### src/hdl/eep_cfg.svh
// Purpose: Constants of the two-wire memory slave front end
// Assumes: System clock of 250 MHz
// Notes:   Included by the package and the slave module
`ifndef EEP_CFG_SVH
`define EEP_CFG_SVH

// ****************************************
// Select byte layout
// ****************************************
`define EEP_SEL_TYPE_MSB   7
`define EEP_SEL_TYPE_LSB   4
`define EEP_SEL_CS_MSB     3
`define EEP_SEL_CS_LSB     1
`define EEP_SEL_RW_BIT     0
`define EEP_TYPE_MEMORY    4'h5 // Arbitrary type code

// ****************************************
// Array and page geometry
// ****************************************
`define EEP_ADDR_W         11
`define EEP_PAGE_W         4
`define EEP_PAGE_BYTES     16
`define EEP_BITS_PER_BYTE  4'h8

// ****************************************
// Timing
// ****************************************
`define EEP_CLK_NS         4
`define EEP_WRITE_CYCLE_NS 5000
`define EEP_WRITE_CYCLE_CYC \
  ((`EEP_WRITE_CYCLE_NS + `EEP_CLK_NS - 1) / `EEP_CLK_NS)
`define EEP_TIMER_W        16

`endif

### src/hdl/eep_pkg.sv
// Purpose: Types of the two-wire memory slave front end
// Assumes: Constants come from eep_cfg.svh
// Notes:   Types only
`include "eep_cfg.svh"

package eep_pkg;

  // ****************************************
  // Protocol states
  // ****************************************
  typedef enum logic [3:0] {
    EEP_IDLE     = 4'h0,
    EEP_SEL      = 4'h1,
    EEP_SEL_ACK  = 4'h2,
    EEP_ADDR     = 4'h3,
    EEP_ADDR_ACK = 4'h4,
    EEP_WDATA    = 4'h5,
    EEP_WACK     = 4'h6,
    EEP_RDATA    = 4'h7,
    EEP_RACK     = 4'h8,
    EEP_BUSY     = 4'h9
  } eep_state_type;

  // ****************************************
  // Array write port
  // ****************************************
  typedef struct packed {
    logic                    en;
    logic [`EEP_ADDR_W-1:0]  addr;
    logic [7:0]              data;
  } eep_wr_type;

endpackage

### src/hdl/eep_slave.sv
// Purpose: Two-wire serial slave front end of a byte memory array
// Assumes: Bus lines sampled by clk_sys, array outside this block
// Notes:   Page latch commits to the array during the write cycle
//
// Contract
// - Start is data falling while clock high
// - Ignore bus activity until a start
// - Stop is data rising while clock high
// - Receiver pulls data low in 9th pulse
// - Sample data on rising clock edges
// - Select byte MSB first, type then chip-select
// - Respond only when chip-select matches pins
// - Select bit 0 is direction, 1 read
// - Ack matching select, else release and standby
// - Large densities take upper address from select
// - After write select, ack the word address
// - Write cycle only on stop after data ack
// - Ignore bus during internal write cycle
// - Write protect seen: no data ack, no write
// - Page write of 1 to 16 bytes
// - Only low 4 address bits increment on write
// - Busy: no select ack; afterwards ack again
// - Reads ignore write protect
// - Random read: dummy write, restart, read select
// - Current read outputs counter byte then increments
// - Acked read continues; counter wraps to zero
// - Master no-ack after read byte: standby
// - Chip-select compared on b3, b2, b1; code skips the bits that upper_bits_used takes as address
`timescale 1ns/100ps
`include "eep_cfg.svh"

module eep_slave
  import eep_pkg::*;
#(
  parameter int WRITE_CYCLE_CYC = `EEP_WRITE_CYCLE_CYC
) (
  // Clock and reset
  input  wire logic                   clk_sys,
  input  wire logic                   srst,
  // Serial bus, data is open drain
  input  wire logic                   scl_in,
  input  wire logic                   sda_in,
  output wire logic                   sda_out,
  output wire logic                   sda_oe,
  // Strap pins
  input  wire logic                   chip_select_pin_0,
  input  wire logic                   chip_select_pin_1,
  input  wire logic                   chip_select_pin_2,
  input  wire logic                   write_protect_input,
  input  wire logic [1:0]             upper_bits_used,
  // Array ports
  output wire logic [`EEP_ADDR_W-1:0] mem_rd_addr,
  input  wire logic [7:0]             mem_rd_data,
  output eep_wr_type                  mem_wr,
  // Status
  output wire logic                   write_busy
);

  // ****************************************
  // Pin synchronisers and edge detection
  // ****************************************
  logic [2:0] scl_pipe;
  logic [2:0] sda_pipe;
  logic [1:0] wp_pipe;
  logic       scl_rise;
  logic       scl_fall;
  logic       start_det;
  logic       stop_det;
  logic       sda_s;
  logic       wp_s;

  always_ff @(posedge clk_sys) begin
    if (srst) begin
      scl_pipe <= 3'h7;
      sda_pipe <= 3'h7;
      wp_pipe  <= 2'h0;
    end else begin
      scl_pipe <= {scl_pipe[1:0], scl_in};
      sda_pipe <= {sda_pipe[1:0], sda_in};
      wp_pipe  <= {wp_pipe[0], write_protect_input};
    end
  end

  assign sda_s    = sda_pipe[1];
  assign wp_s     = wp_pipe[1];
  assign scl_rise = scl_pipe[1] & ~scl_pipe[2];
  assign scl_fall = ~scl_pipe[1] & scl_pipe[2];
  // Clock held high across both samples of the data edge
  assign start_det = scl_pipe[1] & scl_pipe[2]
                   & ~sda_pipe[1] & sda_pipe[2];
  assign stop_det  = scl_pipe[1] & scl_pipe[2]
                   & sda_pipe[1] & ~sda_pipe[2];

  // ****************************************
  // Select decode
  // ****************************************
  logic [2:0]             addr_hi_mask;
  logic [2:0]             cs_pins;
  logic                   sel_match;
  logic                   launch_ok;
  logic [`EEP_ADDR_W-1:0] addr_mask;
  logic [7:0]             shreg;
  logic [3:0]             bitcnt;
  logic                   have_data;
  logic                   wp_seen;
  eep_state_type          state;
  logic [`EEP_ADDR_W-1:0] addr;

  assign cs_pins = {chip_select_pin_2, chip_select_pin_1,
                    chip_select_pin_0};
  assign addr_hi_mask = {upper_bits_used == 2'h3,
                         upper_bits_used >= 2'h2,
                         upper_bits_used != 2'h0};
  assign addr_mask = {addr_hi_mask, 8'hff};
  assign sel_match =
    (shreg[`EEP_SEL_TYPE_MSB:`EEP_SEL_TYPE_LSB] == `EEP_TYPE_MEMORY)
    && (((shreg[`EEP_SEL_CS_MSB:`EEP_SEL_CS_LSB] ^ cs_pins)
         & ~addr_hi_mask) == 3'h0);
  // Stop in the slot right after a data acknowledge
  assign launch_ok = (state == EEP_WDATA) && (bitcnt <= 4'h1)
                     && have_data;

  // ****************************************
  // Page latch
  // ****************************************
  logic [7:0]                 page_data [`EEP_PAGE_BYTES];
  logic [`EEP_PAGE_BYTES-1:0] page_valid;
  logic                       latch_en;
  logic                       page_clr;

  genvar gi;
  generate
    for (gi = 0; gi < `EEP_PAGE_BYTES; gi++) begin : g_page
      logic       next_valid;
      logic [7:0] next_data;
      logic       hit;
      always_comb begin
        hit        = latch_en && (addr[`EEP_PAGE_W-1:0] == gi);
        next_valid = page_clr ? 1'b0 : (page_valid[gi] | hit);
        next_data  = hit ? shreg : page_data[gi];
      end
      always_ff @(posedge clk_sys) begin
        if (srst) begin
          page_valid[gi] <= 1'b0;
          page_data[gi]  <= 8'h00;
        end else begin
          page_valid[gi] <= next_valid;
          page_data[gi]  <= next_data;
        end
      end
    end
  endgenerate

  // ****************************************
  // Protocol engine
  // ****************************************
  eep_state_type            next_state;
  logic [7:0]               next_shreg;
  logic [3:0]               next_bitcnt;
  logic [`EEP_ADDR_W-1:0]   next_addr;
  logic                     next_oe;
  logic                     next_have_data;
  logic                     next_wp_seen;
  logic [`EEP_TIMER_W-1:0]  next_timer;
  logic [`EEP_TIMER_W-1:0]  timer;
  logic                     oe;
  logic                     rd_load;
  eep_wr_type               next_wr;
  logic [`EEP_PAGE_W-1:0]   commit_idx;

  assign commit_idx = timer[`EEP_PAGE_W-1:0];

  always_comb begin
    next_state     = state;
    next_shreg     = shreg;
    next_bitcnt    = bitcnt;
    next_addr      = addr;
    next_oe        = oe;
    next_have_data = have_data;
    next_wp_seen   = wp_seen;
    next_timer     = timer;
    latch_en       = 1'b0;
    page_clr       = 1'b0;
    rd_load        = 1'b0;
    next_wr        = '0;
    if (state == EEP_BUSY) begin
      // Bus is not looked at here at all
      next_oe    = 1'b0;
      next_timer = timer + 16'h0001;
      next_wr.en = (timer < 16'(`EEP_PAGE_BYTES))
                   && page_valid[commit_idx];
      next_wr.addr = {addr[`EEP_ADDR_W-1:`EEP_PAGE_W], commit_idx};
      next_wr.data = page_data[commit_idx];
      if (timer >= 16'(WRITE_CYCLE_CYC - 1)) begin
        next_state = EEP_IDLE;
        page_clr   = 1'b1;
      end
    end else if (start_det) begin
      next_state     = EEP_SEL;
      next_bitcnt    = 4'h0;
      next_oe        = 1'b0;
      next_have_data = 1'b0;
      next_wp_seen   = wp_s;
      page_clr       = 1'b1;
    end else if (stop_det) begin
      next_oe = 1'b0;
      if (launch_ok) begin
        next_state = EEP_BUSY;
        next_timer = '0;
      end else begin
        next_state = EEP_IDLE;
        page_clr   = 1'b1;
      end
    end else begin
      if (state inside {EEP_SEL, EEP_SEL_ACK, EEP_ADDR})
        next_wp_seen = wp_seen | wp_s;
      case (state)
        EEP_SEL, EEP_ADDR, EEP_WDATA: begin
          if (scl_rise && bitcnt < `EEP_BITS_PER_BYTE) begin
            next_shreg  = {shreg[6:0], sda_s};
            next_bitcnt = bitcnt + 4'h1;
          end else if (scl_fall && bitcnt == `EEP_BITS_PER_BYTE) begin
            next_bitcnt = 4'h0;
            if (state == EEP_SEL) begin
              if (sel_match) begin
                next_state = EEP_SEL_ACK;
                next_oe    = 1'b1;
                next_addr  = {(shreg[`EEP_SEL_CS_MSB:`EEP_SEL_CS_LSB]
                               & addr_hi_mask), addr[7:0]};
              end else begin
                next_state = EEP_IDLE;
              end
            end else if (state == EEP_ADDR) begin
              next_state = EEP_ADDR_ACK;
              next_oe    = 1'b1;
              next_addr  = {addr[`EEP_ADDR_W-1:8], shreg} & addr_mask;
            end else begin
              next_state = EEP_WACK;
              next_oe    = ~wp_seen;
              if (!wp_seen) begin
                latch_en       = 1'b1;
                next_have_data = 1'b1;
                next_addr      = {addr[`EEP_ADDR_W-1:`EEP_PAGE_W],
                                  addr[`EEP_PAGE_W-1:0] + 4'h1};
              end
            end
          end
        end
        EEP_SEL_ACK: begin
          if (scl_fall) begin
            next_oe = 1'b0;
            if (shreg[`EEP_SEL_RW_BIT]) begin
              rd_load = 1'b1;
            end else begin
              next_state = EEP_ADDR;
            end
          end
        end
        EEP_ADDR_ACK, EEP_WACK: begin
          if (scl_fall) begin
            next_oe    = 1'b0;
            next_state = EEP_WDATA;
          end
        end
        EEP_RDATA: begin
          if (scl_fall) begin
            if (bitcnt == 4'h7) begin
              next_oe    = 1'b0;
              next_state = EEP_RACK;
            end else begin
              next_shreg  = {shreg[6:0], 1'b0};
              next_oe     = ~shreg[6];
              next_bitcnt = bitcnt + 4'h1;
            end
          end
        end
        EEP_RACK: begin
          if (scl_rise && sda_s) begin
            next_state = EEP_IDLE;
          end else if (scl_fall) begin
            rd_load = 1'b1;
          end
        end
        default: begin
          next_oe = 1'b0;
        end
      endcase
    end
    if (rd_load) begin
      // Array read data is taken in the same cycle as the address
      next_state  = EEP_RDATA;
      next_shreg  = mem_rd_data;
      next_oe     = ~mem_rd_data[7];
      next_bitcnt = 4'h0;
      next_addr   = (addr + 11'h001) & addr_mask;
    end
  end

  always_ff @(posedge clk_sys) begin
    if (srst) begin
      state     <= EEP_IDLE;
      shreg     <= 8'h00;
      bitcnt    <= 4'h0;
      addr      <= '0;
      oe        <= 1'b0;
      have_data <= 1'b0;
      wp_seen   <= 1'b0;
      timer     <= '0;
      mem_wr    <= '0;
    end else begin
      state     <= next_state;
      shreg     <= next_shreg;
      bitcnt    <= next_bitcnt;
      addr      <= next_addr;
      oe        <= next_oe;
      have_data <= next_have_data;
      wp_seen   <= next_wp_seen;
      timer     <= next_timer;
      mem_wr    <= next_wr;
    end
  end

  assign sda_out     = 1'b0;
  assign sda_oe      = oe;
  assign mem_rd_addr = addr;
  assign write_busy  = (state == EEP_BUSY);
endmodule

### config.mk
export PLATFORM = sky130hd
export DESIGN_NAME = eep_slave
export DESIGN_NICKNAME = d
export VERILOG_FILES = /design/src/hdl/eep_pkg.sv /design/src/hdl/eep_slave.sv
export VERILOG_INCLUDE_DIRS = /design/src /design/src/hdl
export SDC_FILE = /design/constraint.sdc
export NUM_CORES = 1
export LEC_CHECK = 0
export BUFFER_PORTS_ARGS = -buffer_cell sky130_fd_sc_hd__buf_2
export CORE_AREA = 2 2 141 143
export DETAILED_ROUTE_END_ITERATION = 8
export DIE_AREA = 0 0 143 145
export GPL_ROUTABILITY_DRIVEN = 0
export HOLD_SLACK_MARGIN = 0.12
export PLACE_DENSITY = 0.76
export SYNTH_ARGS = -nofsm -noshare
export SYNTH_HDL_FRONTEND = slang
export SYNTH_SLANG_ARGS = --single-unit
### constraint.sdc
create_clock -name clk_sys -period 2.1 [get_ports clk_sys]
set_input_delay 0.21 -clock clk_sys [delete_from_list [all_inputs] [get_ports clk_sys]]
set_output_delay 0.21 -clock clk_sys [all_outputs]
set_load 0.05 [all_outputs]
==> run metrics, run 1 <==
status completed; DRT antenna net count 0; Rel. slew slack 61.6%; Mapped Area 10600 um^2; Die H 145 um; Placeable Area 19200 um^2; Leak 4.73 nW; worst reg2reg path startpoint scl_pipe[1]; first-pass GRT wire length 42100 um; largest net degree at the start of global routing 51; Worst Path Class, Setup flip-flop to output pin; DR iter-0 viols 741; fmax 482 MHz; CTS Buf Count 23; Peak VDD IR 0.611 mV; Synth Flop Type edfxtp_1; Net Sw Frac 28.1%; Max Slew Vio Count 0; max cap viols 0; Startpoint Class flip-flop; ys async rst share 0%; I/O pin cnt 52; GRT Overall Usage 26.0%; clock tree buffer depth 3; antenna cells 0; IO Port Bufs 50; Finished Cell Area 12800 um^2; Die W 143 um; Cell Area, Placed 11800 um^2; Worst Setup End Kind output pin; Routed WL 27000 um; vias in the first global route 7742; Worst R2R Setup Slack 0.06 ns; Tcrit/Tclk final 98.9%; total number of vias 7933; Tmin final 2.08 ns; area grow syn2layout 19.9%; Post-layout nets 1071; Final Hold Viols 0; share of total power in sequential cells 45.6%; Crit path arrival time 1.87 ns; Wirelength per Cell 20.4 um; CP required 1.89 ns; Root Driver clkbuf_16; Comb pwr share 19.4%; final setup vio count 0; end point of the critical path write_busy; Clk pwr share 35.0%; Synth cell types 80; measured slew at the worst slew-check pin 0.576 ns; syn nets 955; power density over the cells 827 nW/um^2; drt drc 0; Reg2Reg Depth 6; endpoint of the worst register-to-register path bitcnt[2]; Skew-Pair Late Insertion Delay 0.51 ns; Seq cells post-synth 218; dpl cells 1264; Critical Path Fanout Max 19; Initial Utilization 55.4%; P_int 0.00760 W; clock skew 0.0141 ns; filler-free cell count of the finished design 1323; switching power 0.00297 W; Worst Hold Class input pin to flip-flop; sequential fraction of the synthesis area 53.0%; total power 0.0106 W; RSZ-0062 raised after global routing true; hold path cells 3; CTS tree built; row cnt 51; Clock transition at path regs 0.07 ns; most frequent cells in the layout and2_1, edfxtp_1, dfxtp_1, nand2_1, buf_4; initial antenna violation count 0; synthesis warning total 0; 1st-pass router iterations 5; Gate Count Post-Synth 926; synthesized area per cell 11.5 um^2; total gr overflow 0; HPWL Detailed 18300 um; share of layout cells above drive strength 1 26.7%; commonest non-fill, non-tap cell in the layout and2_1; die footprint 20700 um^2; Via density 6.00; CTS Sinks 218; final core utilization 66.5%; H-tree level count 1; Worst Setup SP state[0]; Post-synth EDFFs 128
-- final cells by class --
cell class | instances | area, um^2
inverters | 23 | 86.3
fillers | 1378 | 6440
repair buffers | 158 | 1310
multi-input cells | 618 | 4710
clock buffers | 33 | 633
well taps | 265 | 332
clock inverters | 8 | 42.5
flip-flops and latches | 218 | 5660
-- kinds of logic after synthesis --
kind of cell | Yosys count | share of synthesized area, %
AND/OR/NAND/NOR | 408 | 21.8
flip-flops | 218 | 53.0
AO/OA/AOI/OAI | 131 | 8.75
buffers and inverters | 90 | 3.64
multiplexers | 55 | 10.5
XOR/XNOR | 12 | 0.987
adder cells (fa/ha/maj) | 11 | 1.29
other | 1 | 0.0352
-- cell usage after synthesis, types with 7 or more instances --
cell	n	area, um^2
edfxtp_1	128	3840
nand2_1	79	297
nor2_1	59	221
a311oi_1	15	131
buf_2	16	80.1
and2_1	133	832
clkbuf_1	42	158
nand4_1	12	75.1
dfxtp_1	90	1800
mux2i_1	8	80.1
nor3_1	26	130
nand3_1	17	85.1
xor2_1	7	61.3
nor4_1	8	50.1
o21ai_0	20	100
mux4_2	45	1010
inv_1	23	86.3
or2_2	8	50.1
ha_1	11	138
and3_1	12	75.1
a21oi_1	39	195
a31oi_1	8	50.1
-- repair_timing --
action                                 in CTS  in global routing
gates resized for setup                     4                 28
hold buffers                               13                  0
setup buffers                               1                  4
endpoints found under the hold margin      13                  0
pin swaps                                   1                  2
setup endpoints to repair                  46                165
-- worst min path at each step --
stage | from | end
after floorplan | scl_in | scl_pipe[0]
after global placement | sda_pipe[0] | sda_pipe[1]
after detailed placement | sda_pipe[0] | sda_pipe[1]
after CTS | srst | timer[0]
after global routing | srst | timer[0]
final | srst | timer[0]
-- metrics by stage --
step           hold WS, ns  setup slack (ns)  TNS, ns
2_1_floorplan        0.314           0.00764        0
3_3_place_gp         0.391            -0.116    -5.35
3_5_place_dp         0.393           -0.0347   -0.328
4_1_cts              0.290            0.0175        0
5_1_grt              0.308           -0.0517  -0.0986
6_report             0.298            0.0241        0
-- per-layer routing --
metal	wire, um	GRT usage [%]
met5	0	0
met4	804	7.97
met1	11100	36.0
met2	13100	42.2
met3	2020	4.13
-- state kept, by name, indices dropped and copies added (netlist names), 2 cells and up --
name / flops
page_data: 128
state: 4
bitcnt: 4
sda_pipe: 3
mem_rd_addr: 11
wp_pipe: 2
timer: 16
mem_wr: 20
scl_pipe: 3
shreg: 8
page_valid: 16
-- critical path, cell delays in order, from the launching register on --
cell and delay (ns):
dfxtp_1 0.38, buf_4 0.20, nand4bb_1 0.17, inv_2 0.18, buf_6 0.20, buf_4 0.22
-- power groups by stage --
stage          Combinational, W  Sequential [W]  Clock (W)
2_1_floorplan           0.00119         0.00488          0
3_3_place_gp            0.00182         0.00489          0
3_5_place_dp            0.00186         0.00489          0
4_1_cts                 0.00190         0.00481    0.00373
5_1_grt                 0.00219         0.00483    0.00391
6_report                0.00205         0.00482    0.00370
(Power assumes the default switching activity.)
==> run 2, diff against run 1 <==
- ABC_AREA: default -> 1
- ABC_CLOCK_PERIOD_IN_PS: default -> 2100
- PLACE_DENSITY: 0.76 -> 0.74
- SLEW_MARGIN: default -> 20
==> run metrics, run 2 <==
status completed; Skew-Pair Late Insertion Delay 0.51 ns (about the same); power density over the cells 896 nW/um^2 (+8.3%); most frequent cells in the layout nor2_1, nand2_1, edfxtp_1, o21ai_0, dfxtp_1; Worst R2R Setup Slack 0.08 ns (+0.02 ns); GRT Overall Usage 26.6% (+0.60 points); max reg flops 128 (unchanged); endpoint of the worst register-to-register path page_data[3][5]; CP required 2.31 ns (+0.42 ns); most flop-heavy register page_data; GR Layer Usage met2 40.3% (-1.8 points); met1 global-route usage 37.5% (+1.5 points); Area contributors post-synth edfxtp_1, dfxtp_1, nor2_1; Die W 143 um (unchanged); drt drc 0 (unchanged); Tcrit/Tclk final 96.0% (-2.8 points); Top Registers page_data: 128 flops, mem_wr: 20 flops; commonest non-fill, non-tap cell in the layout nor2_1; met3 Use GR 4.98% (+0.86 points); final setup vio count 0 (unchanged); fmax 496 MHz (+2.9%); total of fill cells in the finished design 1532 (+11%); IO Port Bufs 50 (unchanged); Routed WL 28000 um (+3.4%); Gate Count Post-Synth 1228 (+33%); Crit path arrival time 2.23 ns (+0.36 ns); Post-Synth Simple-Gate Area 25.5% (+3.7 points); synthesis warning total 0 (unchanged); hold path cells 5 (+2); antenna cells 0 (unchanged); Final Hold Viols 0 (unchanged); Mapped Area 10400 um^2 (-2.7%); Peak VDD IR 0.782 mV (+28%); Startpoint Class flip-flop; Die H 145 um (unchanged); most instantiated library cell after synthesis nor2_1; share of layout cells above drive strength 1 16.6% (-10 points); ys async rst share 0% (unchanged); H-tree level count 1 (unchanged); clock skew 0.0115 ns (-0.00261 ns); main combinational cell family by area after synthesis simple AND/OR/NAND/NOR gates; clock tree buffer depth 3 (unchanged); Wirelength per Cell 17.3 um (-16%); RSZ-0062 raised after global routing true; vias in the first global route 8290 (+7.1%); synthesized area per cell 8.44 um^2 (-27%); CTS Buf Count 23 (unchanged); Leak 4.81 nW (+1.8%); mux share of post-synthesis cell area 0% (-10 points); WHS 0.137 ns (-0.161 ns); measured slew at the worst slew-check pin 0.603 ns (+0.0273 ns); Seq cells post-synth 218 (unchanged); Critical Path Fanout Max 8 (-11); Reg2Reg Depth 11 (+5); Placeable Area 19200 um^2 (unchanged); row cnt 51 (unchanged); Hold EP shreg[3]; Via density 5.57 (-7.1%); Worst Setup End Kind flip-flop; most instantiated cells after synthesis nor2_1, nand2_1, edfxtp_1; post-synthesis adder-cell area fraction 1.33% (+0.036 points); total power 0.0110 W (+4.5%); Post-synth EDFFs 128 (unchanged); Clock transition at path regs 0.06 ns (about the same); worst reg2reg path startpoint state[2]; xor and xnor area share after synthesis 0.761% (-0.23 points); Worst Path Class, Setup flip-flop to flip-flop; Tmin final 2.02 ns (-0.0594 ns); Post-layout nets 1369 (+28%); Synth top area share 37.1% (+1.0 points); DRT antenna net count 0 (unchanged); Max Slew Vio Count 0 (unchanged); Synth Area in Compound Gates 12.2% (+3.5 points); Root Driver clkbuf_16; Rel. slew slack 59.5% (-2.1 points); initial antenna violation count 0 (unchanged); 1st-pass router iterations 6 (+1); Hold Crit Start mem_rd_data[3]; first-pass GRT wire length 43200 um (+2.6%); Initial Utilization 53.9% (-1.5 points); max cap viols 0 (unchanged); busiest grt layer met2; CTS tree built; Synth Flop Type edfxtp_1; I/O pin cnt 52 (unchanged); Worst Hold Class input pin to flip-flop; HPWL Detailed 18900 um (+3.4%); die footprint 20700 um^2 (unchanged); sequential fraction of the synthesis area 54.5% (+1.5 points); DR iter-0 viols 974 (+31%); Synth cell types 41 (-49%); total number of vias 9031 (+14%); area grow syn2layout 19.0%; largest net degree at the start of global routing 70 (+37%); total gr overflow 0 (unchanged); largest area contributor in the netlist edfxtp_1; syn nets 1257 (+32%); CTS Sinks 218 (unchanged)
[run 2: timing repair]
item | in CTS | in global routing
hold endpoints to repair | 12 | 0
hold buffers | 13 | 0
endpoints found under the setup margin | 0 | 172
setup buffers | 0 | 4
resized for setup | 0 | 23
[run 2: per-layer routing]
| layer | routed length, um | vias up |
|---|---|---|
| met2 | 12500 | 495 |
| li1 | - | 4322 |
| met3 | 2750 | 89 |
| met1 | 11600 | 4125 |
| met5 | 0 | - |
| met4 | 1150 | 0 |
[run 2: cells by family (layout without fill, tap and decap cells)]
logic type | after synthesis | count (layout)
flops | 218 | 218
buf+inv | 154 | 282
compound gates | 230 | 230
other cells | 1 | 1
fa+ha+maj | 11 | 11
simple gates | 605 | 605
xor+xnor | 9 | 9
[run 2: layout make-up]
cell class,count,area [um^2],share of cell area [%]
Sequential cell,218,5650,45.8
Clock buffer,31,657,5.33
Clock inverter,10,48.8,0.396
Inverter,101,379,3.08
Timing Repair Buffer,140,1010,8.21
Tap cell,265,332,2.69
Multi-Input combinational cell,856,4250,34.5
[run 2: worst max path at each step]
| stage | startpoint | end | slack (ns) | cells past startpoint |
|---|---|---|---|---|
| finish | state[2] | page_data[3][5] | 0.08 | 11 |
| detailed placement | bitcnt[0] | page_data[10][7] | 0.03 | 11 |
| CTS | state[2] | page_data[10][7] | 0.02 | 11 |
| floorplan | bitcnt[0] | page_data[8][0] | 0.02 | 10 |
| global route | bitcnt[1] | page_data[3][1] | -0.02 | 11 |
| global placement | bitcnt[0] | page_data[10][7] | 0.07 | 11 |
[run 2: critical path, stage by stage, from the launching register on]
cell	delay (ns)
dfxtp_1	0.39
inv_1	0.12
nor2_4	0.13
nand2_2	0.09
nand2_4	0.06
nand3_2	0.07
inv_2	0.07
nand4_4	0.08
buf_12	0.17
nor2_4	0.22
nand2_1	0.16
nand2_4	0.15
[run 2: metrics by stage]
stage / area (um^2) / TNS [ns] / setup WS, ns / utilization (%) / instances
floorplan: 10400 / 0 / 0.0163 / - / 1228
global placement: 11400 / 0 / 0.0723 / 59.2 / 1563
detailed placement: 11400 / 0 / 0.0277 / 59.2 / 1563
CTS: 12200 / 0 / 0.0181 / 63.5 / 1617
global route: 12300 / -0.199 / -0.0211 / 64.2 / 1621
finish: 12300 / 0 / 0.0835 / 64.2 / 1621
[run 2: report_power, final]
part	switching, W	internal [W]	total (W)
sequential	0.000144	0.00473	0.00487
clock	0.00164	0.00219	0.00383
combinational	0.00168	0.000666	0.00234
==> run 3, diff against run 2 <==
- CORE_AREA: 2 2 141 143 -> 2 2 138 140
- CTS_BUF_LIST: default -> sky130_fd_sc_hd__clkbuf_4
- DIE_AREA: 0 0 143 145 -> 0 0 140 142
- PLACE_DENSITY: 0.74 -> 0.77
==> run metrics, run 3 (synthesis results as in run 2) <==
status complete, but fails checks; failing checks DRC; Worst Path Class, Setup flip-flop to flip-flop; drt drc 2 (+2); 1st-pass router iterations 7 (+1); DRT antenna net count 0 (unchanged); Initial Utilization 56.1% (+2.2 points); measured slew at the worst slew-check pin 0.589 ns (-0.0141 ns); power density over the cells 869 nW/um^2 (-3.0%); I/O pin cnt 52 (unchanged); Peak VDD IR 0.821 mV (+5.0%); Clk pwr share 32.7% (-1.9 points); Die W 140 um (-2.1%); Leak 4.92 nW (+2.2%); H-tree level count 2 (+1); endpoint of the worst register-to-register path page_data[3][4]; Root Driver clkbuf_4; Cell Area, Placed 11300 um^2 (-0.38%); P_int 0.00721 W (-4.9%); total number of vias 9384 (+3.9%); most frequent cells in the layout nor2_1, nand2_1, edfxtp_1, o21ai_0, dfxtp_1; worst reg2reg path startpoint bitcnt[0]; Worst Setup End Kind flip-flop; Worst Setup SP bitcnt[0]; Worst R2R Setup Slack 0.08 ns (about the same); Clock transition at path regs 0.06 ns (about the same); Crit path arrival time 2.41 ns (+0.18 ns); worst path cell trace inv_2 > ha_2 > nand3_2 > nor2_4 > nand3_2 > inv_2 > nand4_4 > buf_12 > nor2_4 > nand2_1 > nand2_4; DR iter-0 viols 976 (+0.21%); Max Slew Vio Count 0 (unchanged); largest net degree at the start of global routing 45 (-36%); Skew-Pair Late Insertion Delay 0.71 ns (+0.20 ns); first-pass GRT wire length 43700 um (+1.0%); commonest non-fill, non-tap cell in the layout nor2_1; share of layout cells above drive strength 1 20.6% (+4.0 points); vias in the first global route 8524 (+2.8%); dpl cells 1528 (-2.2%); initial antenna violation count 1 (+1); Crit-path slowest cell dfxtp_1; CP required 2.49 ns (+0.18 ns); CTS Sinks 218 (unchanged); Worst Path Buf+Inv 3 (unchanged); row cnt 50 (-2.0%); end point of the critical path page_data[3][4]; Tmin final 2.02 ns (+0.00701 ns); Net Sw Frac 33.1% (+1.8 points); Wirelength per Cell 17.0 um (-1.4%); Reg2Reg Depth 11 (unchanged); max reg flops 128 (unchanged); IO Port Bufs 50 (unchanged); HPWL Detailed 18800 um (-0.58%); CTS tree built; Top delay family on crit path simple AND/OR/NAND/NOR gates; share of total power in sequential cells 45.3% (+1.2 points); area grow syn2layout 19.7%; die footprint 19900 um^2 (-4.1%); Via density 5.65 (+1.4%); WHS 0.326 ns (+0.189 ns); Finished Cell Area 12400 um^2 (+0.62%); Final Hold Viols 0 (unchanged); GRT Overall Usage 28.2% (+1.7 points); Post-layout nets 1411 (+3.1%); most flop-heavy register page_data; final core utilization 67.2% (+3.0 points); Tcrit/Tclk final 96.4% (+0.33 points); final setup vio count 0 (unchanged); max cap viols 0 (unchanged); Placeable Area 18500 um^2 (-3.9%); Top Registers page_data: 128 flops, mem_wr: 20 flops; Die H 142 um (-2.1%); CTS Buf Count 55 (+140%); filler-free cell count of the finished design 1661 (+2.5%); fmax 494 MHz (-0.35%); Startpoint Class flip-flop; total gr overflow 0 (unchanged); Max stage delay on crit path 0.32 ns (-0.07 ns); Routed WL 28200 um (+0.98%); critical path depth in cells 11 (unchanged); Comb pwr share 22.0% (+0.8 points); clock skew 0.0603 ns (+0.0488 ns); switching power 0.00357 W (+3.0%); Critical Path Fanout Max 8 (unchanged); clock tree buffer depth 3 (unchanged); Rel. slew slack 60.7% (+1.1 points); Worst Hold Class input pin to flip-flop
-- run 3: cell count changes in the layout (fill, tap and decap cells not counted), sizes merged --
cell	change
buf	+5
clkbuf	+51
dlygate4sd3	+5
clkinvlp	+2
clkinv	+10
inv	-3
diode	+1
-- run 3: final cells by class --
class | count | area [um^2]
Antenna cell | 1 | 2.50
Clock buffer | 82 | 616
Clock inverter | 19 | 83.8
Fill cell | 1412 | 6050
Inverter | 101 | 387
Multi-Input combinational cell | 856 | 4240
Sequential cell | 218 | 5650
Tap cell | 234 | 293
Timing Repair Buffer | 150 | 1130
-- run 3: worst min-delay path by stage --
stage,from,to,slack (ns),cells past startpoint
global placement,wp_pipe[0],wp_pipe[1],0.39,2
floorplan,scl_in,scl_pipe[0],0.31,1
global route,mem_rd_data[0],shreg[0],0.38,4
CTS,chip_select_pin_2,state[1],0.24,10
finish,chip_select_pin_2,state[1],0.33,10
detailed placement,sda_in,sda_pipe[0],0.40,2
-- run 3: what timing repair did --
action,4_1_cts,5_1_grt
hold endpoints to repair,35,0
buffers inserted,3,10
pin swaps,2,6
setup endpoints to repair,17,178
resized for setup,4,27
hold buffers,18,0
-- run 3: power by group through the flow --
| stage | registers, W | clock network (W) | logic [W] |
|---|---|---|---|
| global placement | 0.00495 | 0 | 0.00221 |
| CTS | 0.00486 | 0.00356 | 0.00227 |
| global route | 0.00490 | 0.00377 | 0.00255 |
| finish | 0.00488 | 0.00353 | 0.00237 |
| detailed placement | 0.00495 | 0 | 0.00223 |
| floorplan | 0.00500 | 0 | 0.00135 |
-- run 3: per-stage QoR --
| stage | setup slack (ns) | TNS (ns) | power, W |
|---|---|---|---|
| detailed placement | -0.000937 | -0.00589 | 0.00718 |
| global route | -0.109 | -1.09 | 0.0112 |
| CTS | 0.0155 | 0 | 0.0107 |
| finish | 0.0765 | 0 | 0.0108 |
| floorplan | 0.0163 | 0 | 0.00634 |
| global placement | 0.0527 | 0 | 0.00716 |
-- run 3: per-layer routing --
metal	global-route usage, %	wire, um	vias to the layer above	share of wire (%)
li1	-	-	4459	-
met1	36.9	11300	4306	40
met2	46.0	13400	532	47
met3	5.69	2650	87	9.4
met4	12.7	893	0	3.2
met5	0	0	-	0
-- run 3: worst register-to-register path: cells and delay by family (launching register included) --
kind | cells | cell delay (ns)
adder cells (fa/ha/maj) | 1 | 0.17
buffers and inverters | 3 | 0.30
flip-flops | 1 | 0.32
AND/OR/NAND/NOR | 7 | 0.97
